**config.mk**
```make
export PLATFORM = sky130hd
export DESIGN_NAME = soag_addr_gen
export DESIGN_NICKNAME = d
export VERILOG_FILES = /design/src/rtl/soag_pkg.sv /design/src/rtl/soag_addr_gen.sv
export VERILOG_INCLUDE_DIRS = /design/src /design/src/rtl
export SDC_FILE = /design/constraint.sdc
export NUM_CORES = 1
export LEC_CHECK = 0
export ABC_AREA = 1
export ABC_CLOCK_PERIOD_IN_PS = 16300
export BUFFER_PORTS_ARGS = -buffer_cell sky130_fd_sc_hd__buf_2
export CAP_MARGIN = 25
export CORE_MARGIN = 1
export CORE_UTILIZATION = 35
export DETAILED_ROUTE_END_ITERATION = 12
export HOLD_SLACK_MARGIN = 0.02
export PLACE_DENSITY = 0.72
export SLEW_MARGIN = 25
export SYNTH_ARGS = -nofsm -noshare
export SYNTH_HDL_FRONTEND = slang
export SYNTH_SLANG_ARGS = --single-unit
export TNS_END_PERCENT = 1
```
**constraint.sdc**
```tcl
create_clock -name clk -period 16.3 [get_ports clk]
set_input_delay 1.63 -clock clk [delete_from_list [all_inputs] [get_ports clk]]
set_output_delay 1.63 -clock clk [all_outputs]
set_load 0.01 [all_outputs]
```
**src/rtl/soag_defs.svh**
```systemverilog
/*
 Constants for the segmented operand address generator.
 Assumes inclusion by bare name from files under rtl/.
*/
`ifndef SOAG_DEFS_SVH
`define SOAG_DEFS_SVH
`define SOAG_OFS_W        16
`define SOAG_PHYS_W       20
`define SOAG_SEG_SHIFT    4
`define SOAG_NIB_W        4
`define SOAG_DISP8_SIGN   7
`define SOAG_ADDR_RST     20'h00000
`define SOAG_OFS_RST      16'h0000
`define SOAG_STR_MAX      17'h10000
`endif

```
**src/rtl/soag_pkg.sv**
```systemverilog
/*
 Types for the segmented operand address generator.
 Assumes soag_defs.svh is on the include path.
*/
`include "soag_defs.svh"
package soag_pkg;
   typedef enum logic [1:0] {SOAG_SEG_DATA, SOAG_SEG_CODE, SOAG_SEG_STACK,
                             SOAG_SEG_EXTRA} soag_seg_t;
   typedef enum logic [2:0] {SOAG_REF_DATA, SOAG_REF_FETCH, SOAG_REF_STACK,
                             SOAG_REF_STR_SRC, SOAG_REF_STR_DST} soag_ref_t;
   typedef enum logic [2:0] {SOAG_AM_DIRECT, SOAG_AM_REG_IND, SOAG_AM_BASED,
                             SOAG_AM_INDEXED, SOAG_AM_BASE_IDX,
                             SOAG_AM_BASE_IDX_DISP} soag_mode_t;
   typedef struct packed {
      logic [15:0] data_segment_reg;
      logic [15:0] code_segment_reg;
      logic [15:0] stack_segment_reg;
      logic [15:0] extra_segment_reg;
   } soag_segs_t;
   typedef struct packed {
      logic [15:0] general_base_reg;
      logic [15:0] base_pointer_reg;
      logic [15:0] src_index_reg;
      logic [15:0] dest_index_reg;
      logic [15:0] high_accum_reg;
      logic [15:0] low_accum_reg;
   } soag_gprs_t;
   typedef struct packed {
      soag_ref_t   ref_kind;
      soag_mode_t  mode;
      logic        use_bp;
      logic        use_di;
      logic        disp_wide;
      logic [15:0] disp;
      logic        ovr_valid;
      soag_seg_t   ovr_seg;
      logic [15:0] fetch_ofs;
      logic [15:0] stack_ofs;
   } soag_req_t;
   typedef struct packed {
      logic [19:0] phys_addr;
      logic [15:0] eff_addr;
      soag_seg_t   seg_sel;
      logic [15:0] seg_val;
   } soag_resp_t;
endpackage : soag_pkg

```
**src/rtl/soag_addr_gen.sv**
```systemverilog
/*
 Segmented operand address generator: picks the segment for a memory
 reference, forms the 16-bit offset and the 20-bit physical address, and
 exposes the operand format helpers the datapath relies on.
 Assumes requests arrive synchronous to clk from the decoder, one per cycle.
*/
// Operation
// - Unnamed data moves use data segment.
// - All fetches use code segment.
// - Stack ops and base pointer use stack.
// - String destination index uses extra segment.
// - Override prefix replaces implied segment; not applied here to fetches, stack ops or string destination.
// - Each segment spans a 64K window.
// - Offset sums displacement, base and index.
// - Offset carry out of bit 15 dropped.
// - Byte displacement sign-extended to sixteen bits.
// - Direct mode offset is displacement only.
// - Register indirect offset is one register.
// - Based mode adds displacement to base.
// - Indexed mode adds displacement to index.
// - Based indexed sums base and index.
// - Based indexed with displacement sums all three.
// - Signed operands are two's complement.
// - Packed decimal holds one digit per nibble.
// - Double word in memory pair or accumulators.
// - Strings span one byte to 64K.
// - Pointers are offset or segment plus offset.
`include "soag_defs.svh"
`timescale 1ns/1ns
`default_nettype none
module soag_addr_gen
   import soag_pkg::*;
(
   // Clock and reset
   input  wire  logic        clk,
   input  wire  logic        rst,
   // Register file views
   input  wire  soag_segs_t  segs,
   input  wire  soag_gprs_t  gprs,
   // Decoder request
   input  wire  logic        req_valid,
   input  wire  soag_req_t   req,
   // Address result
   output logic              resp_valid,
   output soag_resp_t        resp,
   // Operand format helpers
   input  wire  logic [15:0] op_a,
   input  wire  logic [15:0] op_b,
   input  wire  logic        op_byte,
   output logic [16:0]       op_signed_sum,
   output logic [7:0]        bcd_packed,
   input  wire  logic [3:0]  bcd_hi_digit,
   input  wire  logic [3:0]  bcd_lo_digit,
   output logic [31:0]       dword_value,
   output logic [31:0]       far_pointer,
   input  wire  logic [16:0] str_len,
   output logic              str_len_ok
);

   soag_seg_t   next_seg_sel;
   logic [15:0] next_seg_val;
   logic [15:0] disp_ext;
   logic [15:0] base_val;
   logic [15:0] index_val;
   logic [15:0] next_eff_addr;
   logic [19:0] next_phys_addr;
   logic [16:0] byte_a;
   logic [16:0] byte_b;
   logic        bp_in_ofs;

   // Whether the offset is built on the base pointer. Register indirect names its
   // register through the low displacement bits, so use_bp alone would mislead there.
   always_comb begin
      unique case (req.mode)
         SOAG_AM_REG_IND:       bp_in_ofs = (req.disp[1:0] == 2'h3);
         SOAG_AM_BASED,
         SOAG_AM_BASE_IDX,
         SOAG_AM_BASE_IDX_DISP: bp_in_ofs = req.use_bp;
         default:               bp_in_ofs = 1'b0;
      endcase
   end

   // Implied segment from reference kind, then the prefix wins for data and string source references.
   always_comb begin
      unique case (req.ref_kind)
         SOAG_REF_FETCH:   next_seg_sel = SOAG_SEG_CODE;
         SOAG_REF_STACK:   next_seg_sel = SOAG_SEG_STACK;
         SOAG_REF_STR_DST: next_seg_sel = req.use_di ? SOAG_SEG_EXTRA
                                                     : SOAG_SEG_DATA;
         default:          next_seg_sel = bp_in_ofs ? SOAG_SEG_STACK
                                                    : SOAG_SEG_DATA;
      endcase
      // Fetches, stack ops and the string destination cannot be redirected by a prefix.
      if (req.ovr_valid && req.ref_kind != SOAG_REF_FETCH &&
          req.ref_kind != SOAG_REF_STR_DST && req.ref_kind != SOAG_REF_STACK) begin
         next_seg_sel = req.ovr_seg;
      end
   end

   always_comb begin
      unique case (next_seg_sel)
         SOAG_SEG_DATA:  next_seg_val = segs.data_segment_reg;
         SOAG_SEG_CODE:  next_seg_val = segs.code_segment_reg;
         SOAG_SEG_STACK: next_seg_val = segs.stack_segment_reg;
         SOAG_SEG_EXTRA: next_seg_val = segs.extra_segment_reg;
      endcase
   end

   // Offset components; the 16-bit sum wraps within the 64K window.
   always_comb begin
      disp_ext  = req.disp_wide ? req.disp
                : {{8{req.disp[`SOAG_DISP8_SIGN]}}, req.disp[7:0]};
      base_val  = req.use_bp ? gprs.base_pointer_reg : gprs.general_base_reg;
      index_val = req.use_di ? gprs.dest_index_reg : gprs.src_index_reg;
      unique case (req.mode)
         SOAG_AM_DIRECT:        next_eff_addr = disp_ext;
         SOAG_AM_REG_IND:       next_eff_addr = (req.disp[1:0] == 2'h0) ? gprs.src_index_reg
                                              : (req.disp[1:0] == 2'h1) ? gprs.dest_index_reg
                                              : (req.disp[1:0] == 2'h2) ? gprs.general_base_reg
                                              : gprs.base_pointer_reg;
         SOAG_AM_BASED:         next_eff_addr = 16'(base_val + disp_ext);
         SOAG_AM_INDEXED:       next_eff_addr = 16'(index_val + disp_ext);
         SOAG_AM_BASE_IDX:      next_eff_addr = 16'(base_val + index_val);
         SOAG_AM_BASE_IDX_DISP: next_eff_addr = 16'(base_val + index_val + disp_ext);
         default:               next_eff_addr = disp_ext;
      endcase
      if (req.ref_kind == SOAG_REF_FETCH) begin
         next_eff_addr = req.fetch_ofs;
      end else if (req.ref_kind == SOAG_REF_STACK) begin
         next_eff_addr = req.stack_ofs;
      end
      next_phys_addr = 20'({next_seg_val, {`SOAG_SEG_SHIFT{1'b0}}} + {4'h0, next_eff_addr});
   end

   always_ff @(posedge clk) begin
      if (rst) begin
         resp_valid <= 1'b0;
         resp       <= '{phys_addr: `SOAG_ADDR_RST, eff_addr: `SOAG_OFS_RST,
                         seg_sel: SOAG_SEG_DATA, seg_val: `SOAG_OFS_RST};
      end else begin
         resp_valid <= req_valid;
         if (req_valid) begin
            resp <= '{phys_addr: next_phys_addr, eff_addr: next_eff_addr,
                      seg_sel: next_seg_sel, seg_val: next_seg_val};
         end
      end
   end

   // Operand format helpers, registered so the datapath sees stable values.
   always_comb begin
      byte_a = op_byte ? {{9{op_a[7]}}, op_a[7:0]} : {op_a[15], op_a};
      byte_b = op_byte ? {{9{op_b[7]}}, op_b[7:0]} : {op_b[15], op_b};
   end

   always_ff @(posedge clk) begin
      if (rst) begin
         op_signed_sum <= 17'h00000;
         bcd_packed    <= 8'h00;
         dword_value   <= 32'h00000000;
         far_pointer   <= 32'h00000000;
         str_len_ok    <= 1'b0;
      end else begin
         op_signed_sum <= 17'(byte_a + byte_b);
         bcd_packed    <= {bcd_hi_digit, bcd_lo_digit};
         dword_value   <= {gprs.high_accum_reg, gprs.low_accum_reg};
         far_pointer   <= {next_seg_val, next_eff_addr};
         str_len_ok    <= (str_len != 17'h00000) && (str_len <= `SOAG_STR_MAX);
      end
   end

   // Segment choice, checked one cycle after each taken request.
   fetch_seg_a: assert property (@(posedge clk) disable iff (rst)
      req_valid && req.ref_kind == SOAG_REF_FETCH |=> resp.seg_sel == SOAG_SEG_CODE)
      else $error("fetch not in code segment");

   fetch_ofs_a: assert property (@(posedge clk) disable iff (rst)
      req_valid && req.ref_kind == SOAG_REF_FETCH |=> resp.eff_addr == $past(req.fetch_ofs))
      else $error("fetch offset not taken from the fetch pointer");

   stack_seg_a: assert property (@(posedge clk) disable iff (rst)
      req_valid && req.ref_kind == SOAG_REF_STACK |=> resp.seg_sel == SOAG_SEG_STACK)
      else $error("stack op not in stack segment");

   stack_ofs_a: assert property (@(posedge clk) disable iff (rst)
      req_valid && req.ref_kind == SOAG_REF_STACK |=> resp.eff_addr == $past(req.stack_ofs))
      else $error("stack offset not taken from the stack pointer");

   reg_ind_bp_a: assert property (@(posedge clk) disable iff (rst)
      req_valid && !req.ovr_valid && req.ref_kind == SOAG_REF_DATA
      && req.mode == SOAG_AM_REG_IND && req.disp[1:0] == 2'h3
      |=> resp.seg_sel == SOAG_SEG_STACK)
      else $error("base pointer indirect not in stack segment");

   based_bp_a: assert property (@(posedge clk) disable iff (rst)
      req_valid && !req.ovr_valid && req.ref_kind == SOAG_REF_DATA && req.use_bp
      && (req.mode == SOAG_AM_BASED || req.mode == SOAG_AM_BASE_IDX
          || req.mode == SOAG_AM_BASE_IDX_DISP)
      |=> resp.seg_sel == SOAG_SEG_STACK)
      else $error("base pointer based reference not in stack segment");

   str_dst_seg_a: assert property (@(posedge clk) disable iff (rst)
      req_valid && req.ref_kind == SOAG_REF_STR_DST && req.use_di
      |=> resp.seg_sel == SOAG_SEG_EXTRA)
      else $error("string destination not in extra segment");

   override_seg_a: assert property (@(posedge clk) disable iff (rst)
      req_valid && req.ovr_valid
      && (req.ref_kind == SOAG_REF_DATA || req.ref_kind == SOAG_REF_STR_SRC)
      |=> resp.seg_sel == $past(req.ovr_seg))
      else $error("override prefix ignored");

   data_default_a: assert property (@(posedge clk) disable iff (rst)
      req_valid && !req.ovr_valid && req.ref_kind == SOAG_REF_DATA && !req.use_bp
      && req.mode != SOAG_AM_REG_IND |=> resp.seg_sel == SOAG_SEG_DATA)
      else $error("data reference not in data segment");

   // Segment value handed on must be the register picked at request time.
   seg_data_val_a: assert property (@(posedge clk) disable iff (rst)
      resp_valid && resp.seg_sel == SOAG_SEG_DATA
      |-> resp.seg_val == $past(segs.data_segment_reg))
      else $error("data segment value wrong");

   seg_code_val_a: assert property (@(posedge clk) disable iff (rst)
      resp_valid && resp.seg_sel == SOAG_SEG_CODE
      |-> resp.seg_val == $past(segs.code_segment_reg))
      else $error("code segment value wrong");

   seg_stack_val_a: assert property (@(posedge clk) disable iff (rst)
      resp_valid && resp.seg_sel == SOAG_SEG_STACK
      |-> resp.seg_val == $past(segs.stack_segment_reg))
      else $error("stack segment value wrong");

   seg_extra_val_a: assert property (@(posedge clk) disable iff (rst)
      resp_valid && resp.seg_sel == SOAG_SEG_EXTRA
      |-> resp.seg_val == $past(segs.extra_segment_reg))
      else $error("extra segment value wrong");

   // Offsets, built from the raw inputs; the physical address and far pointer checks use the response fields.
   direct_ofs_a: assert property (@(posedge clk) disable iff (rst)
      req_valid && req.mode == SOAG_AM_DIRECT && req.ref_kind == SOAG_REF_DATA
      && !req.disp_wide
      |=> resp.eff_addr == {{8{$past(req.disp[7])}}, $past(req.disp[7:0])})
      else $error("byte displacement not sign extended");

   direct_wide_a: assert property (@(posedge clk) disable iff (rst)
      req_valid && req.mode == SOAG_AM_DIRECT && req.ref_kind == SOAG_REF_DATA
      && req.disp_wide |=> resp.eff_addr == $past(req.disp))
      else $error("direct offset not the displacement");

   reg_ind_si_a: assert property (@(posedge clk) disable iff (rst)
      req_valid && req.mode == SOAG_AM_REG_IND && req.disp[1:0] == 2'h0
      && req.ref_kind != SOAG_REF_FETCH && req.ref_kind != SOAG_REF_STACK
      |=> resp.eff_addr == $past(gprs.src_index_reg))
      else $error("indirect offset not the source index");

   reg_ind_bpo_a: assert property (@(posedge clk) disable iff (rst)
      req_valid && req.mode == SOAG_AM_REG_IND && req.disp[1:0] == 2'h3
      && req.ref_kind != SOAG_REF_FETCH && req.ref_kind != SOAG_REF_STACK
      |=> resp.eff_addr == $past(gprs.base_pointer_reg))
      else $error("indirect offset not the base pointer");

   based_ofs_a: assert property (@(posedge clk) disable iff (rst)
      req_valid && req.mode == SOAG_AM_BASED && req.ref_kind == SOAG_REF_DATA
      && !req.use_bp && req.disp_wide
      |=> resp.eff_addr == 16'($past(gprs.general_base_reg) + $past(req.disp)))
      else $error("based offset wrong");

   indexed_ofs_a: assert property (@(posedge clk) disable iff (rst)
      req_valid && req.mode == SOAG_AM_INDEXED && req.ref_kind == SOAG_REF_DATA
      && req.use_di && !req.disp_wide
      |=> resp.eff_addr == 16'($past(gprs.dest_index_reg)
                               + {{8{$past(req.disp[7])}}, $past(req.disp[7:0])}))
      else $error("indexed offset wrong");

   base_idx_a: assert property (@(posedge clk) disable iff (rst)
      req_valid && req.mode == SOAG_AM_BASE_IDX && req.ref_kind == SOAG_REF_DATA
      && req.use_bp && !req.use_di
      |=> resp.eff_addr == 16'($past(gprs.base_pointer_reg) + $past(gprs.src_index_reg)))
      else $error("based indexed offset wrong");

   full_sum_a: assert property (@(posedge clk) disable iff (rst)
      req_valid && req.mode == SOAG_AM_BASE_IDX_DISP && req.ref_kind == SOAG_REF_DATA
      && !req.use_bp && req.use_di && !req.disp_wide
      |=> resp.eff_addr == 16'($past(gprs.general_base_reg) + $past(gprs.dest_index_reg)
                               + {{8{$past(req.disp[7])}}, $past(req.disp[7:0])}))
      else $error("three part offset wrong");

   phys_form_a: assert property (@(posedge clk) disable iff (rst)
      resp_valid |-> resp.phys_addr
      == 20'({resp.seg_val, 4'h0} + {4'h0, resp.eff_addr}))
      else $error("physical address not segment times 16 plus offset");

   far_ptr_a: assert property (@(posedge clk) disable iff (rst)
      req_valid |=> far_pointer == {resp.seg_val, resp.eff_addr})
      else $error("far pointer not segment then offset");

   // Operand format helpers.
   signed_sum_a: assert property (@(posedge clk) disable iff (rst)
      !op_byte |=> op_signed_sum
      == 17'({$past(op_a[15]), $past(op_a)} + {$past(op_b[15]), $past(op_b)}))
      else $error("word sum not two's complement");

   dword_a: assert property (@(posedge clk) disable iff (rst)
      1'b1 |=> dword_value == {$past(gprs.high_accum_reg), $past(gprs.low_accum_reg)})
      else $error("double word halves out of order");

   str_len_a: assert property (@(posedge clk) disable iff (rst)
      1'b1 |=> str_len_ok
      == ($past(str_len) != 17'h00000 && $past(str_len) <= `SOAG_STR_MAX))
      else $error("string length range wrong");

   bcd_pack_a: assert property (@(posedge clk) disable iff (rst)
      1'b1 |=> bcd_packed[7:4] == $past(bcd_hi_digit)
      && bcd_packed[3:0] == $past(bcd_lo_digit))
      else $error("packed digit order wrong");

endmodule : soag_addr_gen
`default_nettype wire

```
# Word level (Yosys, flattened, before mapping)
# Index checks and enable logic that the tools add are counted.
# Widths: inputs -> output; s select.
[op_classes]
addsub = 6
n_reduce_logical = 8
mux = 17
n_lt_le_gt_ge = 1
eq_ne = 17
[ops]
columns = ["cell", "count"]
rows = [
  ["$mux 16", 8],
  ["$pmux 16 s5", 1],
  ["$add 16x16->16", 4],
  ["$pmux 16 s4", 1],
  ["$mux 17", 2],
  ["$add 20x16->20", 1],
  ["$add 17x17->17", 1],
  ["$le 17x17->1 const B", 1],
  ["$reduce_bool 17->1", 1],
  ["$eq 3x2->1 const B", 3],
  ["$eq 3x3->1 const B", 3],
  ["$eq 2x2->1 const B", 4],
  ["$eq 3x1->1 const B", 2],
  ["$mux 2", 3],
  ["$pmux 2 s3", 1],
  ["$eq 2x1->1 const B", 2],
  ["$logic_and 1x1->1", 4],
  ["$logic_not 2->1", 2],
  ["$ne 3x1->1 const B", 1],
  ["$ne 3x2->1 const B", 1],
  ["$ne 3x3->1 const B", 1],
  ["$reduce_or 3->1", 1],
  ["$pmux 1 s2", 1],
]
[word_totals]
ff_bits = 145
out_inout_bits = 145
input_bits = 281

# Logic depth before layout (Yosys ltp)
# Gate-level depths: netlist (run 1).
[logic_depth]
depth_word = 9
depth_mapped = 44

# Worst setup path before layout (run 1)
# OpenSTA, ideal clock, no wires.
[synth_path]
path_kind = "input port to flip-flop"
from = "in req[53] (netlist name)"
to = "reg resp[52] (netlist name)"
setup_ns = 0.114
path_buffers = 2
t_arrival_ns = 6.537
setup_slack_ns = 9.649
required_ns = 16.186
path_stages = 37
cell_sequence = "buf_2 clkbuf_1 nand2_1 nand2_1 ha_1 inv_1 fa_1 nand3b_1 nand2_1 a21boi_0 o21ai_0 xor2_1 nand2_1 nand3_1 ha_1 a21oi_1 a21boi_0 o21ai_0 nor2_1 nor2_1 nand2_1 nand4_1 nand2_1 nand2_1 nand2_1 inv_1 ha_1 a21oi_1 o21ai_0 a21oi_1 o21ai_0 a21o_1 a21oi_1 nor2_1 nand2_1 a21o_1 nor2_2"
[synth_between]
elab_chain_cells = 7
word_cells_on_any_way = 17
classes_between = "add/sub (4); eq/ne (3); mux (9); reduce/logical (1)"
[synth_rtl]
columns = ["item", "line", "rtl"]
rows = [
  ["start, declared", "soag_addr_gen.sv:42", "input wire soag_req_t req,"],
  ["$mux 16 (*)", "soag_addr_gen.sv:113", "base_val = req.use_bp ? gprs.base_pointer_reg : gprs.general_base_reg;"],
  ["$add 16x16->16", "soag_addr_gen.sv:123, soag_addr_gen.sv:124", ""],
  ["$add 16x16->16", "soag_addr_gen.sv:124", "SOAG_AM_BASE_IDX_DISP: next_eff_addr = 16'(base_val + index_val + disp_ext);"],
  ["$pmux 16 s5 (*)", "soag_addr_gen.sv:115", "unique case (req.mode)"],
  ["$mux 16 (*)", "soag_addr_gen.sv:129", "end else if (req.ref_kind == SOAG_REF_STACK) begin"],
  ["$mux 16 (*)", "soag_addr_gen.sv:127", "if (req.ref_kind == SOAG_REF_FETCH) begin"],
  ["named net next_eff_addr[11]", "soag_addr_gen.sv:65", "logic [15:0] next_eff_addr;"],
  ["$add 20x16->20 (*)", "soag_addr_gen.sv:132", "next_phys_addr = 20'({next_seg_val, {`SOAG_SEG_SHIFT{1'b0}}} + {4'h0, next_eff_addr});"],
  ["end signal, assigned", "soag_addr_gen.sv:138", "resp <= '{phys_addr: `SOAG_ADDR_RST, eff_addr: `SOAG_OFS_RST,"],
  ["end signal, assigned", "soag_addr_gen.sv:143", "resp <= '{phys_addr: next_phys_addr, eff_addr: next_eff_addr,"],
  ["end, declared", "soag_addr_gen.sv:45", "output soag_resp_t resp,"],
]
# The timed path passes the listed nets; every way through them passes the cells marked *.
# A chain may end at the register's enable or synchronous reset.

# Worst setup path after layout (run 1)
[layout_path]
from = "in req[52] (netlist name)"
to = "reg resp[52] (netlist name)"
[layout_between]
elab_chain_cells = 7
word_cells_on_any_way = 16
classes_between = "add/sub (4); eq/ne (3); mux (8); reduce/logical (1)"
[layout_rtl]
columns = ["item", "line", "rtl"]
rows = [
  ["$mux 16 (*)", "soag_addr_gen.sv:114", "index_val = req.use_di ? gprs.dest_index_reg : gprs.src_index_reg;"],
  ["$add 16x16->16", "soag_addr_gen.sv:123, soag_addr_gen.sv:124", ""],
  ["$add 16x16->16", "soag_addr_gen.sv:124", ""],
  ["$pmux 16 s5 (*)", "soag_addr_gen.sv:115", ""],
  ["$mux 16 (*)", "soag_addr_gen.sv:129", ""],
  ["$mux 16 (*)", "soag_addr_gen.sv:127", ""],
  ["named net next_eff_addr[9]", "soag_addr_gen.sv:65", ""],
  ["$add 20x16->20 (*)", "soag_addr_gen.sv:132", ""],
]
# Marks and branches as above.

==> results of run 1 <==
-- cell usage in the layout, fill, tap and decap left out, types with 6 or more instances in the layout --
| cell | n |
|---|---|
| sky130_fd_sc_hd__o22ai_1 | 6 |
| sky130_fd_sc_hd__xnor2_1 | 7 |
| sky130_fd_sc_hd__a21oi_1 | 123 |
| sky130_fd_sc_hd__nand4_1 | 10 |
| sky130_fd_sc_hd__nand2_1 | 321 |
| sky130_fd_sc_hd__o21ai_0 | 158 |
| sky130_fd_sc_hd__buf_4 | 8 |
| sky130_fd_sc_hd__buf_2 | 424 |
| sky130_fd_sc_hd__inv_2 | 11 |
| sky130_fd_sc_hd__nor3_1 | 7 |
| sky130_fd_sc_hd__dfxtp_1 | 141 |
| sky130_fd_sc_hd__ha_1 | 59 |
| sky130_fd_sc_hd__xor2_1 | 17 |
| sky130_fd_sc_hd__o21ai_1 | 13 |
| sky130_fd_sc_hd__o211ai_1 | 18 |
| sky130_fd_sc_hd__inv_1 | 202 |
| sky130_fd_sc_hd__nand3_1 | 87 |
| sky130_fd_sc_hd__or2_2 | 16 |
| sky130_fd_sc_hd__a31oi_1 | 14 |
| sky130_fd_sc_hd__nor2_2 | 6 |
| sky130_fd_sc_hd__clkbuf_16 | 17 |
| sky130_fd_sc_hd__nor2_1 | 165 |
-- layout make-up --
class / instances / area, um2 / share of cell area [%]
Clock buffer: 17 / 425 / 3.38
Sequential cell: 141 / 2820 / 22.4
Multi-Input combinational cell: 1085 / 5690 / 45.2
Timing Repair Buffer: 432 / 2180 / 17.3
Tap cell: 341 / 427 / 3.39
Clock inverter: 15 / 244 / 1.94
Inverter: 215 / 807 / 6.41
-- state kept, by name (all words and copies together) (netlist names) --
name	cells
bcd_packed	8
dword_value	32
far_pointer	32
op_signed_sum	17
resp	50
resp_valid	1
str_len_ok	1
-- per-stage QoR --
| stage | std cells | utilization, % | total power, mW |
|---|---|---|---|
| 2_1_floorplan | 1501 | - | 0.680 |
| 3_3_place_gp | 2214 | 44.2 | 0.840 |
| 3_5_place_dp | 2214 | 44.2 | 0.843 |
| 4_1_cts | 2246 | 46.7 | 1.30 |
| 5_1_grt | 2246 | 46.7 | 1.37 |
| 6_report | 2246 | 46.7 | 1.29 |
-- cells in the mapped netlist (4+ instances only) --
master                     instances  share of area, %
sky130_fd_sc_hd__a211oi_1          4              0.31
sky130_fd_sc_hd__a21boi_0          4              0.31
sky130_fd_sc_hd__a21oi_1         123               6.4
sky130_fd_sc_hd__a31oi_1          14              0.91
sky130_fd_sc_hd__buf_2             5              0.26
sky130_fd_sc_hd__buf_4             7              0.55
sky130_fd_sc_hd__clkbuf_1         43               1.7
sky130_fd_sc_hd__dfxtp_1         141                29
sky130_fd_sc_hd__fa_1              4              0.84
sky130_fd_sc_hd__ha_1             59               7.7
sky130_fd_sc_hd__inv_1           202               7.9
sky130_fd_sc_hd__inv_2            11              0.43
sky130_fd_sc_hd__nand2_1         321                13
sky130_fd_sc_hd__nand2_2           5              0.33
sky130_fd_sc_hd__nand3_1          87               4.5
sky130_fd_sc_hd__nand4_1          10              0.65
sky130_fd_sc_hd__nor2_1          165               6.5
sky130_fd_sc_hd__nor2_2            6              0.39
sky130_fd_sc_hd__nor3_1            7              0.37
sky130_fd_sc_hd__o211ai_1         18               1.4
sky130_fd_sc_hd__o21a_1            5              0.39
sky130_fd_sc_hd__o21ai_0         158               8.2
sky130_fd_sc_hd__o21ai_1          13              0.68
sky130_fd_sc_hd__o22ai_1           6              0.39
sky130_fd_sc_hd__or2_2            16               1.0
sky130_fd_sc_hd__xnor2_1           7              0.64
sky130_fd_sc_hd__xor2_1           17               1.6
-- per-layer routing --
layer  global-route usage [%]  vias up
met3                     5.11       47
met5                        0        -
met2                     45.2      504
met1                     33.6     5238
met4                     7.78        0
li1                         -     5665
-- logic make-up after synthesis --
kind of cell | count (synthesis) | synth area share (%)
xor gates and xnor gates | 24 | 2.19
AOI/OAI and AO/OA | 364 | 20.8
and+or+nand+nor | 634 | 27.8
adders and majority gates | 63 | 8.53
DFF | 141 | 29.4
buffers and inverters | 275 | 11.3
-- report_power, final --
part / switching [mW] / total [mW] / internal (mW)
logic: 0.282 / 0.446 / 0.164
clock network: 0.183 / 0.450 / 0.267
registers: 0.0131 / 0.393 / 0.380
total: 0.478 / 1.29 / 0.811
-- how the worst min path moves through the flow --
stage	from	end	slack, ns	cells after the start
CTS	resp[15]	resp[15]	0.46	1
global route	resp[24]	resp[24]	0.51	2
global placement	resp[15]	resp[15]	0.44	1
floorplan	resp[15]	resp[15]	0.50	1
finish	resp[15]	resp[15]	0.46	1
detailed placement	resp[15]	resp[15]	0.44	1
==> metrics.md, run 1 <==
| Metric | Value |
|---|---|
| Number of global-route vias before repair | `10500` |
| Cell at the root of the clock tree | `sky130_fd_sc_hd__clkbuf_16` |
| Hold bufs inserted after CTS | `0` |
| Crit start category | `input port` |
| Element type at the critical path end | `register` |
| Final critical-path share of the clock period | `46.0%` |
| Wire length on met3 | `about 3000 um` |
| Number of library cell types mapped by synthesis | `53` |
| Mean post-synth cell area | `~6.4 um2` |
| Post-CTS setup buffer count | `0` |
| Crit path time final | `between 7 and 8 ns` |
| Detailed-router iteration count before antenna repair | `5` |
| Num rows | `60` |
| Crit path launch | `req[52]` |
| Setup violations, final | `0` |
| Number of DRC markers after the initial detailed-route iteration | `between 800 and 900` |
| Post-cts repair resize count | `0` |
| Max-slew violation count | `0` |
| Total Wirelength | `approximately 38000 um` |
| Wire length on met2 | `about 18000 um` |
| Max_slew headroom | `approximately two fifths` |
| Path type of the worst setup path | `in2reg` |
| Nets in the synthesized netlist | `between 1500 and 2000` |
| Global route total overflow | `0` |
| Count of filler cells inserted in the layout | `2794` |
| DIE WIDTH | `168 um` |
| Mapped Area | `approximately 0.0096 mm2` |
| Initial Util | `35.6%` |
| Final Hold Vio Count | `0` |
| Number of warning messages in the yosys log | `0` |
| Sequential-to-total area share from yosys stat | `between 20% and 30%` |
| HPWL Detailed | `30900 um` |
| Final ANT Viol Nets | `0` |
| Final weighted congestion of routability-driven global placement | `0.967` |
| RSZ-0062 raised after global routing | `no` |
| Maximum ir drop on the vdd rail | `just under 0.07 mV` |
| Vert. Die Dim | `roughly 170 um` |
| Top cell family by delay on the critical path | `compound AO/OA/AOI/OAI gates` |
| Antenna diode instance count | `0` |
| Critical Path AT | `7.81 ns` |
| Longest Clk Path Bufs | `2` |
| Average wire per cell in the routed design | `about 17 um` |
| Reg-to-reg critical path endpoint | `resp[50]` |
| CTS tree | `yes` |
| Max_cap viols | `0` |
| Count of H-tree levels built during CTS | `4` |
| Clock network latency to the later pin of the worst-skew pair | `0.41 ns` |
| CP required | `16.61 ns` |
| Global-route wire length before repair | `58200 um` |
| Buf+Inv Stages, Crit Path | `4` |
| Worst-case hold slack | `0.461 ns` |
| Number of enable flip-flop cells after synthesis | `0` |
| M1 wire length | `16200 um` |
| Worst reg-to-reg path cell count | `4` |
| CP max stage delay | `0.38 ns` |
| Start of the worst register-to-register path | `resp[50]` |
| Full die area | `0.0281 mm2` |
| Clk sink count | `between 100 and 150` |
| # nets final | `2236` |
| DRC violations left | `0` |
| Most used DFF post-synth | `sky130_fd_sc_hd__dfxtp_1` |
| Placed inst area | `~0.012 mm2` |
| Input/output buffers | `between 400 and 500` |
| Pwr per Cell Area | `around 100 mW/mm2` |
| FF-to-FF setup slack | `15.51 ns` |
| Largest fanout of any net on the critical path | `25` |
| Worst setup path endpoint | `resp[52]` |
| Clock slew at reported path FFs | `~0.08 ns` |
| TritonCTS Buffers | `17` |
| Min-delay worst type | `reg2reg` |
| Number of synthesized register bits | `approximately 140` |
| Number of antenna violations at the first check in global routing | `1` |
| Floorplan Core Area | `roughly 0.027 mm2` |
| Result of the run | `complete, no violations` |
| Critical Path Stages | `34` |
| Uppermost layer routed | `met4` |
| Final non-filler cell area | `around 0.013 mm2` |
| Cell with the largest stage delay on the worst path | `sky130_fd_sc_hd__buf_2` |
| Number of top-level pins | `426` |
| Smallest setup slack after layout | `8.80 ns` |
| Setup_tns | `0 ns` |
| Clock Skew | `0 ns` |
| Via density | `5.10` |
| Fraction of registers with async set or reset after synthesis | `0%` |
| Layout cells sized above 1 | `26.8%` |
| Worst-margin pin slew | `0.906 ns` |
| GRT Overall Usage | `26.5%` |
| Leakage | `between 7 and 8 nW` |
| Pin count of the biggest net entering global routing | `86` |
| Synthesized instance count | `about 1500` |
| Highest Clock Rate | `133 MHz` |
| Via count | `between 10000 and 15000` |
| Pre-CTS setup slack | `8.48 ns` |
| Area added between synthesis and finish | `31.3%` |
(Power assumes the default switching activity.)
==> inputs of run 2 (changes only) <==
ABC_CLOCK_PERIOD_IN_PS = 6950   (was 16300)
clock period = 6.95 ns   (was 16.3 ns; I/O delays follow)
==> metrics.md, run 2 (synthesis results as in run 1) <==
| Metric | Value |
|---|---|
| Max reg flops | `50 (unchanged)` |
| Pwr per Cell Area | `232 mW/mm2 (was 102 mW/mm2)` |
| Register with the highest flop count | `resp (unchanged)` |
| Final ANT Viol Nets | `0 (unchanged)` |
| Num rows | `60 (unchanged)` |
| Layout cells sized above 1 | `27.1% (was 26.8%)` |
| Post-cts repair resize count | `0 (unchanged)` |
| Antenna diode instance count | `0 (unchanged)` |
| Element type at the critical path end | `register (unchanged)` |
| Global route total overflow | `0 (unchanged)` |
| Clock slew at reported path FFs | `0.08 ns (about the same)` |
| DIE WIDTH | `168 um (unchanged)` |
| Via density | `5.11 (was 5.10)` |
| Smallest setup slack after layout | `0.702 ns (was 8.80 ns)` |
| HPWL Detailed | `31600 um (was 30900 um)` |
| Total Wirelength | `38600 um (was 38200 um)` |
| Worst-margin pin slew | `0.795 ns (was 0.906 ns)` |
| Max_slew headroom | `46.9% (was 39.6%)` |
| Leading cell types in the layout, fill and taps excluded | `424 x sky130_fd_sc_hd__buf_2, 321 x sky130_fd_sc_hd__nand2_1, 202 x sky130_fd_sc_hd__inv_1 (unchanged)` |
| Number of DRC markers after the initial detailed-route iteration | `832 (was 879)` |
| Pre-CTS setup slack | `0.322 ns (was 8.48 ns)` |
| Count of filler cells inserted in the layout | `2819 (was 2794)` |
| Final critical-path share of the clock period | `89.9%` |
| Number of top-level pins | `426 (unchanged)` |
| Max-slew violation count | `0 (unchanged)` |
| Maximum ir drop on the vdd rail | `0.179 mV (was 0.0675 mV)` |
| Number of global-route vias before repair | `10700 (was 10500)` |
| Worst path most repeated cell | `sky130_fd_sc_hd__o21ai_0` |
| Pin count of the biggest net entering global routing | `86 (unchanged)` |
| DRC violations left | `0 (unchanged)` |
| FF-to-FF setup slack | `6.17 ns (was 15.51 ns)` |
| CP required | `7.26 ns (was 16.61 ns)` |
| CTS tree | `yes (unchanged)` |
| Clock network latency to the later pin of the worst-skew pair | `0.41 ns (about the same)` |
| Crit path time final | `6.25 ns` |
| Result of the run | `complete, no violations (unchanged)` |
| CP max stage delay | `0.46 ns (was 0.38 ns)` |
| Global-route wire length before repair | `58700 um (was 58200 um)` |
| Hold bufs inserted after CTS | `0 (unchanged)` |
| Min-delay worst type | `in2reg (was reg2reg)` |
| Clk sink count | `141 (unchanged)` |
| Average wire per cell in the routed design | `17.1 um (was 17.0 um)` |
| Highest Clock Rate | `160 MHz` |
| TritonCTS Buffers | `17 (unchanged)` |
| Depth of the worst hold-timing path | `3 (was 1)` |
| Number of antenna violations at the first check in global routing | `0 (was 1)` |
| Cell at the root of the clock tree | `sky130_fd_sc_hd__clkbuf_16 (unchanged)` |
| Input/output buffers | `425 (unchanged)` |
| Largest fanout of any net on the critical path | `26 (was 25)` |
| # nets final | `2243 (was 2236)` |
| Area added between synthesis and finish | `31.1% (was 31.3%)` |
| Largest registers | `resp (50), dword_value (32), far_pointer (32) (unchanged)` |
| Path type of the worst setup path | `in2reg (unchanged)` |
| Buf+Inv Stages, Crit Path | `6 (was 4)` |
| Setup violations, final | `0 (unchanged)` |
| Detailed-router iteration count before antenna repair | `5 (unchanged)` |
| RSZ-0062 raised after global routing | `no (unchanged)` |
| Vert. Die Dim | `168 um (unchanged)` |
| Worst reg-to-reg path cell count | `3 (was 4)` |
| Clock Skew | `0 ns (unchanged)` |
| Commonest non-fill, non-tap cell in the layout | `sky130_fd_sc_hd__buf_2 (unchanged)` |
| Final Hold Vio Count | `0 (unchanged)` |
| Via count | `11500 (about the same)` |
| Final weighted congestion of routability-driven global placement | `0.958 (was 0.967)` |
| Initial Util | `35.6% (unchanged)` |
| Max_cap viols | `0 (unchanged)` |
| Setup_tns | `0 ns (unchanged)` |
| Top cell family by delay on the critical path | `compound AO/OA/AOI/OAI gates (unchanged)` |
| Leakage | `7.02 nW (about the same)` |
| GRT Overall Usage | `26.9% (was 26.5%)` |
| Post-CTS setup buffer count | `0 (unchanged)` |
| Crit start category | `input port (unchanged)` |
| Full die area | `0.0281 mm2 (unchanged)` |
| Count of H-tree levels built during CTS | `4 (unchanged)` |
| Critical Path AT | `6.56 ns (was 7.81 ns)` |
| Longest Clk Path Bufs | `2 (unchanged)` |
| Critical Path Stages | `34 (unchanged)` |
| Floorplan Core Area | `0.0270 mm2 (unchanged)` |
| Cell with the largest stage delay on the worst path | `sky130_fd_sc_hd__fa_1 (was sky130_fd_sc_hd__buf_2)` |
-- run 2: cell type report --
type / instances / area [um2] / share of cell area, %
Clock buffer: 17 / 425 / 3.38
Clock inverter: 15 / 170 / 1.35
Inverter: 215 / 807 / 6.42
Multi-Input combinational cell: 1085 / 5690 / 45.2
Sequential cell: 141 / 2820 / 22.5
Tap cell: 341 / 427 / 3.39
Timing Repair Buffer: 439 / 2230 / 17.8
-- run 2: worst reg2reg max path: cells and delay by family, from the launching register on --
family           cells  cell delay (ns)
and+or+nand+nor      3             0.37
DFF                  1             0.31
-- run 2: stage by stage --
stage	cell area, um2	power (mW)	hold slack (ns)	util [%]	cells
after CTS	12600	2.93	0.452	46.7	2253
after detailed placement	12000	1.99	0.455	44.4	2221
after global placement	12000	1.98	0.439	44.4	2221
after global routing	12600	3.10	0.460	46.7	2253
after floorplan	9590	1.60	0.495	-	1501
final	12600	2.91	0.467	46.7	2253
-- run 2: report_power, final --
part | total, mW | switching (mW) | internal, mW
Clock | 0.928 | 0.415 | 0.513
Sequential | 0.923 | 0.0304 | 0.892
Combinational | 1.06 | 0.672 | 0.391
-- run 2: path summary, 6_finish.rpt --
path / startpoint / end
max: req[53] / resp[50]
min: gprs[15] / dword_value[15]
max reg2reg: resp[53] / resp[53]
min reg2reg: resp[15] / resp[15]
-- run 2: metal layers --
layer	track usage, %	vias up	part of all wire (%)
li1	-	5689	-
met1	33.3	5181	42
met2	45.2	549	47
met3	5.15	86	7.2
met4	11.8	0	4.0
met5	0	-	0
==> inputs of run 3 (changes only) <==
CORE_AREA = 2 2 164 166   (was default)
CORE_MARGIN = default   (was 1)
CORE_UTILIZATION = default   (was 35)
DIE_AREA = 0 0 166 168   (was default)
PLACE_DENSITY = 0.75   (was 0.72)
==> metrics.md, run 3 (synthesis results as in run 1) <==
| Metric | Value |
|---|---|
| Min-delay worst type | `reg2reg (was in2reg)` |
| Crit path time final | `6.04 ns (was 6.25 ns)` |
| Via count | `11400 (was 11500)` |
| Cell at the root of the clock tree | `sky130_fd_sc_hd__clkbuf_16 (unchanged)` |
| Floorplan Core Area | `0.0264 mm2 (was 0.0270 mm2)` |
| Longest Clk Path Bufs | `2 (unchanged)` |
| Number of global-route vias before repair | `10400 (was 10700)` |
| Clock network latency to the later pin of the worst-skew pair | `0.42 ns (was 0.41 ns)` |
| Worst setup path endpoint | `resp[50] (unchanged)` |
| Initial Util | `36.4% (was 35.6%)` |
| HPWL Detailed | `31100 um (was 31600 um)` |
| Final Hold Vio Count | `0 (unchanged)` |
| Area added between synthesis and finish | `31.0% (was 31.1%)` |
| DIE WIDTH | `166 um (was 168 um)` |
| Num rows | `60 (unchanged)` |
| Highest Clock Rate | `166 MHz (was 160 MHz)` |
| Post-CTS setup buffer count | `0 (unchanged)` |
| Layout cells sized above 1 | `27.0% (was 27.1%)` |
| Pin count of the biggest net entering global routing | `86 (unchanged)` |
| Setup violations, final | `0 (unchanged)` |
| Clock Skew | `0 ns (unchanged)` |
| Cell with the largest stage delay on the worst path | `sky130_fd_sc_hd__fa_1 (unchanged)` |
| Pwr per Cell Area | `230 mW/mm2 (was 232 mW/mm2)` |
| Reg-to-reg critical path endpoint | `resp[53] (unchanged)` |
| Leading cell types in the layout, fill and taps excluded | `424 x sky130_fd_sc_hd__buf_2, 321 x sky130_fd_sc_hd__nand2_1, 201 x sky130_fd_sc_hd__inv_1 (was 424 x sky130_fd_sc_hd__buf_2, 321 x sky130_fd_sc_hd__nand2_1, 202 x sky130_fd_sc_hd__inv_1)` |
| Hold bufs inserted after CTS | `0 (unchanged)` |
| Number of DRC markers after the initial detailed-route iteration | `1148 (was 832)` |
| Detailed-router iteration count before antenna repair | `5 (unchanged)` |
| Maximum ir drop on the vdd rail | `0.177 mV (was 0.179 mV)` |
| Final ANT Viol Nets | `0 (unchanged)` |
| Worst path most repeated cell | `sky130_fd_sc_hd__nand2_1 (was sky130_fd_sc_hd__o21ai_0)` |
| Number of antenna violations at the first check in global routing | `2 (was 0)` |
| GRT Overall Usage | `25.9% (was 26.9%)` |
| Via density | `5.07 (was 5.11)` |
| FF-to-FF setup slack | `6.17 ns (about the same)` |
| Count of filler cells inserted in the layout | `2722 (was 2819)` |
| Total Wirelength | `37900 um (was 38600 um)` |
| Average wire per cell in the routed design | `16.8 um (was 17.1 um)` |
| RSZ-0062 raised after global routing | `no (unchanged)` |
| Full die area | `0.0279 mm2 (was 0.0281 mm2)` |
| Clk sink count | `141 (unchanged)` |
| Input/output buffers | `425 (unchanged)` |
| Largest fanout of any net on the critical path | `26 (unchanged)` |
| Leakage | `6.99 nW (was 7.02 nW)` |
| Crit path launch | `req[53] (unchanged)` |
| Element type at the critical path end | `register (unchanged)` |
| Commonest non-fill, non-tap cell in the layout | `sky130_fd_sc_hd__buf_2 (unchanged)` |
| Post-cts repair resize count | `0 (unchanged)` |
| Max_cap viols | `0 (unchanged)` |
| TritonCTS Buffers | `17 (unchanged)` |
| CTS tree | `yes (unchanged)` |
| Power, Total | `2.89 mW (was 2.91 mW)` |
| Final critical-path share of the clock period | `86.9% (was 89.9%)` |
| Crit start category | `input port (unchanged)` |
| DRC violations left | `0 (unchanged)` |
| CP required | `7.26 ns (about the same)` |
| Number of top-level pins | `426 (unchanged)` |
| CP max stage delay | `0.45 ns (was 0.46 ns)` |
| # nets final | `2240 (was 2243)` |
| Final weighted congestion of routability-driven global placement | `0.961 (was 0.958)` |
| Register with the highest flop count | `resp (unchanged)` |
| Max_slew headroom | `39.2% (was 46.9%)` |
| Clock slew at reported path FFs | `0.07 ns (was 0.08 ns)` |
| Max-slew violation count | `0 (unchanged)` |
| Worst-margin pin slew | `0.908 ns (was 0.795 ns)` |
| Path type of the worst setup path | `in2reg (unchanged)` |
| Critical Path AT | `6.35 ns (was 6.56 ns)` |
| Global-route wire length before repair | `57600 um (was 58700 um)` |
| Count of H-tree levels built during CTS | `4 (unchanged)` |
| Setup_tns | `0 ns (unchanged)` |
| Worst reg-to-reg path cell count | `3 (unchanged)` |
| Global route total overflow | `0 (unchanged)` |
| Max reg flops | `50 (unchanged)` |
| Largest registers | `resp (50), dword_value (32), far_pointer (32) (unchanged)` |
| Vert. Die Dim | `168 um (about the same)` |
| Result of the run | `complete, no violations (unchanged)` |
| Start of the worst register-to-register path | `resp[53] (unchanged)` |
-- run 3: changes by cell type in the layout (fill, tap and decap cells not counted), sizes merged --
| cell | previous run | this run |
|---|---|---|
| diode | 0 | 1 |
| clkinv | 6 | 7 |
| clkinvlp | 1 | 4 |
| buf | 439 | 436 |
| bufinv | 1 | 0 |
| inv | 222 | 219 |
-- run 3: worst min-delay path by stage --
stage	start	end	slack [ns]	cells past startpoint
floorplan	resp[15]	resp[15]	0.50	1
global placement	resp[15]	resp[15]	0.43	1
detailed placement	resp[15]	resp[15]	0.44	1
CTS	gprs[2]	dword_value[2]	0.45	3
global route	gprs[6]	dword_value[6]	0.46	3
finish	resp[15]	resp[15]	0.46	1
-- run 3: critical path, delay by kind of cell --
family	cells	cell delay, ns
simple gates	13	1.17
xor+xnor	2	0.30
fa+ha+maj	4	1.24
buf+inv	5	0.64
compound gates	12	2.27
-- run 3: routing by layer --
metal	part of all wire [%]	routed length (um)	global-route usage [%]	up-vias
li1	-	-	-	5674
met1	43	16300	33.5	5182
met2	48	18100	44.5	515
met3	6.9	2630	4.21	45
met4	2.3	881	7.83	2
met5	0.018	7	0	-
-- run 3: stage by stage --
step | util, % | setup slack [ns] | std cells | instance area [um2] | hold WS [ns]
after floorplan | - | 1.23 | 1501 | 9590 | 0.495
after global placement | 45.4 | 0.722 | 2218 | 12000 | 0.435
after detailed placement | 45.4 | 0.551 | 2218 | 12000 | 0.441
after CTS | 47.7 | 1.01 | 2250 | 12600 | 0.450
after global routing | 47.7 | 0.328 | 2251 | 12600 | 0.459
final | 47.7 | 0.911 | 2251 | 12600 | 0.463
-- run 3: area by class of cell --
type	count	area [um2]	share of cell area, %
Multi-Input combinational cell	1085	5690	45.3
Sequential cell	141	2820	22.5
Timing Repair Buffer	436	2210	17.6
Inverter	215	807	6.43
Tap cell	341	427	3.40
Clock buffer	17	425	3.39
Clock inverter	15	176	1.40
Antenna cell	1	2.50	0.0199
-- run 3: power by group --
| group | internal, mW | switching (mW) |
|---|---|---|
| Combinational | 0.389 | 0.665 |
| Sequential | 0.892 | 0.0313 |
| Clock | 0.485 | 0.432 |
